[src/logic/vbm_pkg.sv]
// Purpose: shared constants and types for the broadcast mailbox unit
// Assumes: one 50 MHz clock, bus slave decode done on a simple strobe port
// Notes: no software-visible registers; configuration arrives on ports
package vbm_pkg;
	localparam logic [31:0] VBM_BCAST_BASE = 32'hFA000000;
	localparam logic [7:0]  VBM_BCAST_TOP  = 8'hFA;
	localparam int          VBM_NUM_MBOX   = 8;
	localparam int          VBM_Q_DEPTH    = 8;
	localparam int          VBM_PTR_W      = 3;
	localparam int          VBM_CNT_W      = 4;
	localparam logic [3:0]  VBM_Q_FULL     = 4'h8;
	localparam logic [2:0]  VBM_LVL_NONE   = 3'h0;
	// address bit 0 of the broadcast area selects the channel
	localparam int          VBM_CH_BIT     = 0;
	// board select field: 20 bits, one per board in the area
	localparam int          VBM_SEL_LO     = 2;
	localparam int          VBM_SEL_W      = 20;
	localparam logic [2:0]  VBM_MB_LO      = 3'h0;

	typedef struct packed {
		logic        strobe;
		logic        write;
		logic        rmw;
		logic [31:0] addr;
		logic [7:0]  wdata;
	} vbm_req_t;

	typedef struct packed {
		logic        valid;
		logic [7:0]  rdata;
	} vbm_rsp_t;

	typedef enum logic [1:0] {
		VBM_IDLE,
		VBM_RMW_HOLD
	} vbm_state_t;
endpackage

[src/logic/vbm_mailbox_unit.sv]
// Purpose: broadcast channels and eight RMW mailboxes with interrupt levels
// Assumes: inputs synchronous to clk; remote and local strobes one cycle
// Notes: broadcast area also reached when the local board is master
//
// Behaviour
// - decode broadcast region at FA000000 for slave and master accesses
// - eight mailboxes, each raising its own interrupt request
// - each mailbox has programmable level and its own vector
// - mailbox accessed by indivisible read-modify-write; lock held through it
// - addressed board captures message same cycle, raises programmable IRQ
// - two broadcast channels with separate storage, sharing one write per cycle
// - channel 0 queues 8-bit messages eight deep
// - channel 1 holds exactly one 8-bit message
// - interrupt levels programmable from 1 through 7
`timescale 1ns/100ps
module vbm_mailbox_unit
	import vbm_pkg::*;
(
	// clock and reset
	input  wire logic                clk,
	input  wire logic                rst,
	// remote slave access and local master access
	input  wire vbm_pkg::vbm_req_t   bus_req,
	input  wire vbm_pkg::vbm_req_t   loc_req,
	input  wire logic [4:0]          board_slot,
	output vbm_pkg::vbm_rsp_t        bus_rsp,
	// local processor side
	input  wire logic                rd_q0,
	input  wire logic                rd_q1,
	input  wire logic [7:0]          mbox_clear,
	input  wire logic                ovf_clear,
	input  wire logic [2:0]          lvl_q0,
	input  wire logic [2:0]          lvl_q1,
	input  wire logic [23:0]         lvl_mbox,
	input  wire logic [63:0]         vec_mbox,
	input  wire logic                iack,
	input  wire logic [2:0]          iack_lvl,
	output logic [7:0]               q0_data,
	output logic                     q0_valid,
	output logic [7:0]               q1_data,
	output logic                     q1_valid,
	output logic                     q0_overflow,
	output logic [7:0]               mbox_pend,
	output logic [2:0]               irq_lvl,
	output logic [7:0]               iack_vec,
	output logic                     iack_vec_valid
);
	import vbm_pkg::*;

	// broadcast hit when top byte matches and our slot bit is set
	function automatic logic bc_hit(input vbm_req_t r, input logic [4:0] s);
		logic [VBM_SEL_W-1:0] sel;
		sel = r.addr[VBM_SEL_LO +: VBM_SEL_W];
		bc_hit = r.strobe && r.write && r.addr[31:24] == VBM_BCAST_TOP
			&& r.addr[23:22] == 2'h0 && s < 5'd20 && sel[s];
	endfunction

	// level 0 means disabled; only 1..7 reach the processor
	function automatic logic [2:0] max_lvl(input logic [2:0] a,
		input logic [2:0] b);
		max_lvl = (a > b) ? a : b;
	endfunction

	logic              hit_b;
	logic              hit_l;
	logic              bc_ch0;
	logic              bc_ch1;
	logic [7:0]        bc_data;
	logic              mb_acc;
	logic [2:0]        mb_idx;

	assign hit_b   = bc_hit(bus_req, board_slot);
	assign hit_l   = bc_hit(loc_req, board_slot);
	// remote write wins the cycle; local master write is ignored then
	assign bc_data = hit_b ? bus_req.wdata : loc_req.wdata;
	assign bc_ch0  = (hit_b && !bus_req.addr[VBM_CH_BIT])
		|| (!hit_b && hit_l && !loc_req.addr[VBM_CH_BIT]);
	assign bc_ch1  = (hit_b && bus_req.addr[VBM_CH_BIT])
		|| (!hit_b && hit_l && loc_req.addr[VBM_CH_BIT]);
	// mailboxes live above the broadcast select space
	assign mb_acc  = bus_req.strobe && bus_req.rmw
		&& bus_req.addr[31:24] == VBM_BCAST_TOP
		&& bus_req.addr[23:22] == 2'h1;
	assign mb_idx  = bus_req.addr[VBM_MB_LO +: 3];

	// channel 0 queue
	logic [7:0]           q_mem [VBM_Q_DEPTH];
	logic [VBM_PTR_W-1:0] q_wr_r;
	logic [VBM_PTR_W-1:0] q_rd_r;
	logic [VBM_CNT_W-1:0] q_cnt_r;
	logic                 q_push;
	logic                 q_pop;

	assign q_pop  = rd_q0 && q_cnt_r != '0;
	assign q_push = bc_ch0 && (q_cnt_r != VBM_Q_FULL || q_pop);

	always_ff @(posedge clk) begin
		if (q_push)
			q_mem[q_wr_r] <= bc_data;
	end

	always_ff @(posedge clk or posedge rst) begin
		if (rst) begin
			q_wr_r  <= '0;
			q_rd_r  <= '0;
			q_cnt_r <= '0;
		end else begin
			if (q_push)
				q_wr_r <= q_wr_r + 3'h1;
			if (q_pop)
				q_rd_r <= q_rd_r + 3'h1;
			case ({q_push, q_pop})
				2'b10:   q_cnt_r <= q_cnt_r + 4'h1;
				2'b01:   q_cnt_r <= q_cnt_r - 4'h1;
				default: q_cnt_r <= q_cnt_r;
			endcase
		end
	end

	// overflow: set wins over clear
	always_ff @(posedge clk or posedge rst) begin
		if (rst)
			q0_overflow <= 1'b0;
		else if (bc_ch0 && !q_push)
			q0_overflow <= 1'b1;
		else if (ovf_clear)
			q0_overflow <= 1'b0;
	end

	always_ff @(posedge clk or posedge rst) begin
		if (rst) begin
			q0_data  <= 8'h00;
			q0_valid <= 1'b0;
		end else begin
			q0_valid <= (q_cnt_r != '0 && !q_pop) || q_cnt_r > 4'h1
				|| q_push;
			if (q_pop && q_cnt_r > 4'h1)
				q0_data <= q_mem[q_rd_r + 3'h1];
			else if (q_cnt_r != '0 && !q_pop)
				q0_data <= q_mem[q_rd_r];
			else if (q_push)
				q0_data <= bc_data;
		end
	end

	// channel 1 single slot, newest message replaces the old one
	always_ff @(posedge clk or posedge rst) begin
		if (rst) begin
			q1_data  <= 8'h00;
			q1_valid <= 1'b0;
		end else if (bc_ch1) begin
			q1_data  <= bc_data;
			q1_valid <= 1'b1;
		end else if (rd_q1) begin
			q1_valid <= 1'b0;
		end
	end

	// mailbox rmw lock: read half answers, write half of same cycle sets
	vbm_state_t st_r;
	logic [2:0] lk_idx_r;

	always_ff @(posedge clk or posedge rst) begin
		if (rst) begin
			st_r     <= VBM_IDLE;
			lk_idx_r <= 3'h0;
		end else begin
			case (st_r)
				VBM_IDLE:
					if (mb_acc && !bus_req.write) begin
						st_r     <= VBM_RMW_HOLD;
						lk_idx_r <= mb_idx;
					end
				VBM_RMW_HOLD:
					if (!bus_req.rmw || bus_req.write)
						st_r <= VBM_IDLE;
				default: st_r <= VBM_IDLE;
			endcase
		end
	end

	always_ff @(posedge clk or posedge rst) begin
		if (rst)
			bus_rsp <= '0;
		else begin
			bus_rsp.valid <= mb_acc;
			bus_rsp.rdata <= {7'h00, mbox_pend[mb_idx]};
		end
	end

	// pending bit: remote write of the rmw sets it, local clear drops it
	always_ff @(posedge clk or posedge rst) begin
		if (rst)
			mbox_pend <= 8'h00;
		else begin
			for (int i = 0; i < VBM_NUM_MBOX; i++) begin
				if (st_r == VBM_RMW_HOLD && mb_acc && bus_req.write
					&& lk_idx_r == 3'(i))
					mbox_pend[i] <= 1'b1;
				else if (mbox_clear[i])
					mbox_pend[i] <= 1'b0;
			end
		end
	end

	// level combine and acknowledge vector
	logic [2:0] lvl_nxt;
	logic [7:0] vec_nxt;
	logic       vec_hit;

	// highest index wins a level tie on acknowledge
	always_comb begin
		lvl_nxt = VBM_LVL_NONE;
		vec_nxt = iack_vec;
		vec_hit = 1'b0;
		if (q0_valid)
			lvl_nxt = max_lvl(lvl_nxt, lvl_q0);
		if (q1_valid)
			lvl_nxt = max_lvl(lvl_nxt, lvl_q1);
		for (int i = 0; i < VBM_NUM_MBOX; i++) begin
			if (mbox_pend[i]) begin
				lvl_nxt = max_lvl(lvl_nxt, lvl_mbox[i*3 +: 3]);
				if (iack && iack_lvl == lvl_mbox[i*3 +: 3]
					&& iack_lvl != VBM_LVL_NONE) begin
					vec_nxt = vec_mbox[i*8 +: 8];
					vec_hit = 1'b1;
				end
			end
		end
	end

	always_ff @(posedge clk or posedge rst) begin
		if (rst) begin
			irq_lvl        <= VBM_LVL_NONE;
			iack_vec       <= 8'h00;
			iack_vec_valid <= 1'b0;
		end else begin
			irq_lvl        <= lvl_nxt;
			iack_vec       <= vec_nxt;
			iack_vec_valid <= vec_hit;
		end
	end
endmodule // vbm_mailbox_unit

[config.mk]
export PLATFORM = sky130hd
export DESIGN_NAME = vbm_mailbox_unit
export DESIGN_NICKNAME = d
export VERILOG_FILES = /design/src/logic/vbm_pkg.sv /design/src/logic/vbm_mailbox_unit.sv
export SDC_FILE = /design/constraint.sdc
export NUM_CORES = 1
export LEC_CHECK = 0
export ABC_CLOCK_PERIOD_IN_PS = 33800
export BUFFER_PORTS_ARGS = -buffer_cell sky130_fd_sc_hd__buf_4
export CORE_ASPECT_RATIO = 0.6
export CORE_MARGIN = 2
export CORE_UTILIZATION = 38
export DETAILED_ROUTE_END_ITERATION = 16
export HOLD_SLACK_MARGIN = 0.03
export SLEW_MARGIN = 15
export SYNTH_ARGS = -nofsm -noshare
export SYNTH_HDL_FRONTEND = slang
export SYNTH_SLANG_ARGS = --single-unit
[constraint.sdc]
create_clock -name clk -period 33.8 [get_ports clk]
set_input_delay 6.76 -clock clk [delete_from_list [all_inputs] [get_ports clk]]
set_output_delay 6.76 -clock clk [all_outputs]
set_load 0.02 [all_outputs]
==> metrics.txt <==
status finished, final reports clean; Syn Inst Count about 710; CTS max path bufs 2; final hold viol count 0; DRT Pass-1 Iters 5; Critical Path Source Type input pin; skew final ~0.014 ns; GRT Util Overall between 20 and 25%; Placed Cells about 1200; post-DP HPWL between 15000 and 20000 µm; Worst-Skew Late Latency around 0.42 ns; slew of the pin with the lowest slew margin roughly 1.1 ns; Avg Cell Area, Syn around 11 µm²; via count 6710; first-pass GRT wire length around 37000 µm; Remaining Overflow, GRT 0; residual DRC count 0; CORE AREA 20220 µm²; number of fill cells in the layout about 1800; commonest non-fill, non-tap cell in the layout buf_4; DRT antenna net count 0; sequential area share after synthesis between 40% and 50%; clk slew on worst S/H paths 0.06 ns; drt initial violations 386; Setup Buffers After CTS 0; die height between 100 and 150 µm; Layout Nets ~1200; register bit total from synthesis 119; Max Transition Viols Final 0; Final min period approximately 19 ns; ant diodes 0; CP arrival 18.86 ns; CTS tree done; Multi-input gate area 4350 µm²; initial antenna violation count 0; RSZ-0062 raised after global routing no; CP dominant cell by count ha_1; CP Capture Type register; post-route cell area between 10000 and 15000 µm²; ranking of synthesized cells by area edfxtp_1 24%, dfrtp_1 17%, mux4_2 11%; FF-to-FF setup slack around 21 ns; Static Leak 4.500 nW; CP max stage cell o31ai_1; kind of critical path in -> reg; Util after Layout 52.54%; top_reg_cell synth edfxtp_1; die area 22090 µm²; area grow syn2layout 33.87%; Post-synth EDFFs 64; Final Setup Violations 0; post-synth top area share between 20 and 25%; IO Port Bufs between 200 and 250; Placed Area around 10000 µm²; Seq. cell area ~3300 µm²; Post-CTS Resized 0; Final Non-Filler Cells roughly 1200; vias in the first global route between 6000 and 7000; worst r2r src q0_valid; mapped cell area ~7900 µm²; CP Data Required Time roughly 34 ns; share of cells above drive strength 1 37.86%; Starting Density slightly below 40%; pin count of the biggest net entering global routing 56; CTS root buf clkbuf_16; Routed Wire Length ~23000 µm; Routed wire per std cell roughly 19 µm; Peak VDD IR ~0.04 mV; Hold/Removal Path Class reg -> reg; pwr dens about 57 nW/µm²; commonest non-fill, non-tap cells in the layout 248 x buf_4, 64 x edfxtp_1, 55 x dfrtp_1, 50 x nand2_1; fin crit share 54.89%; drt via density between 5 and 6; Critical Path Sink irq_lvl[2]; Max-Cap Viols 0; Num CTS Buffers 17; R2R depth 52; Yosys warning total 0; gpl congestion 0.8713; hold bufs inserted after CTS 0; crit-path max cell delay 0.60 ns; crit-path max FO 7; # rows 40; Fin Setup TNS 0 ns; Worst slew margin approximately 28%; Chip Width approximately 190 µm; Async S/R FF share, synth 46.22%; CP Launch Point lvl_q0[1]; clk sinks 119; reg-to-reg endpoint irq_lvl[2]; Unique masters post-synth 70; maximum clock frequency ~54 MHz; Max H-tree Level 4; I/O pin total 250; area leader, netlist edfxtp_1
worst min path at each step:
stage	to	slack (ns)	from	cells after the start
finish	q0_data[7]	0.49	q0_data[7]	2
global route	q0_data[6]	0.52	q0_data[6]	2
CTS	q0_data[6]	0.49	q0_data[6]	2
detailed placement	q0_data[6]	0.47	q0_data[6]	2
global placement	q0_data[6]	0.48	q0_data[6]	2
floorplan	q_cnt_r[3]	0.49	q_cnt_r[3]	1
worst max-delay path: cells and delay by family:
family | cells | cell delay, ns
buffers and inverters | 3 | 0.31
muxes | 4 | 1.40
adders and majority gates | 9 | 2.60
AOI/OAI and AO/OA | 22 | 5.71
and+or+nand+nor | 15 | 2.10
area by class of cell:
class	instances	area share, %
multi-input combinational	520	40.95
sequential	119	31.05
timing repair buffer	248	17.53
clock buffer	17	4.005
tap	273	3.216
clock inverter	15	1.661
inverter	45	1.590
where the power goes:
group | switching [W] | internal (W) | leakage (nW) | total [W]
registers | 0.0000179 | 0.000167 | 1.29 | 0.000185
clock network | 0.0000680 | 0.000116 | 0.293 | 0.000184
logic | 0.000113 | 0.000125 | 2.92 | 0.000238
total | 0.000199 | 0.000408 | 4.50 | 0.000607
sequential cells by signal, summed over array words and instances, names as in the netlist:
name and flops:
q1_data 8, mbox_pend 8, q_wr_r 3, q0_valid 1
q0_overflow 1, q_mem 64, q_rd_r 3, bus_rsp 2
iack_vec_valid 1, q1_valid 1, lk_idx_r 3, q0_data 8
irq_lvl 3, q_cnt_r 4, iack_vec 8, st_r 1
cell families (layout without fill, tap and decap cells):
logic type               after synthesis  count (layout)  synth area share, %
adder cells (fa/ha/maj)               32              32                5.046
AND/OR/NAND/NOR                      194             194                12.68
XOR/XNOR                              31              31                3.422
other                                  1               7              0.04726
buffers and inverters                 79             325                4.336
AO/OA/AOI/OAI                        153             153                13.10
flip-flops                           119             119                41.56
multiplexers                         103             103                19.80
stage by stage:
stage	worst slack, ns	power (W)	hold WS, ns
after detailed placement	14.98	0.0004266	0.4746
after CTS	15.40	0.0006122	0.4882
after global routing	14.26	0.0006440	0.5216
after global placement	15.07	0.0004230	0.4761
final	15.25	0.0006067	0.4897
after floorplan	16.63	0.0003527	0.4926
layer usage:
| layer | global-route usage (%) | wire length, µm | share of wire [%] | vias up |
|---|---|---|---|---|
| li1 | - | - | - | 3203 |
| met1 | 33.00 | 11380 | 49 | 3221 |
| met2 | 33.75 | 10050 | 43 | 271 |
| met3 | 4.664 | 1769 | 7.6 | 15 |
| met4 | 4.238 | 210 | 0.90 | 0 |
| met5 | 0 | 0 | 0 | - |
Yosys cell counts, types with 4 or more instances:
cell type	number
a21oi_1	34
nor3_1	15
buf_2	8
dfrtp_1	55
and2_1	5
mux4_2	40
o21a_1	9
a22o_1	6
edfxtp_1	64
inv_1	45
buf_4	8
nand2b_1	5
nand2_1	50
nand3_1	12
mux2_2	28
nor2_1	44
mux2i_1	34
o31ai_1	4
a22oi_1	7
ha_1	32
o21ai_0	25
xnor2_1	28
nor2b_1	12
clkbuf_1	12
and4_1	5
a211oi_1	14
o221ai_1	8
nand4_1	17
a31oi_1	4
nand3b_1	5
buf_1	5
o22ai_1	7
o211ai_1	5
Power figures use the tool's default switching activity.
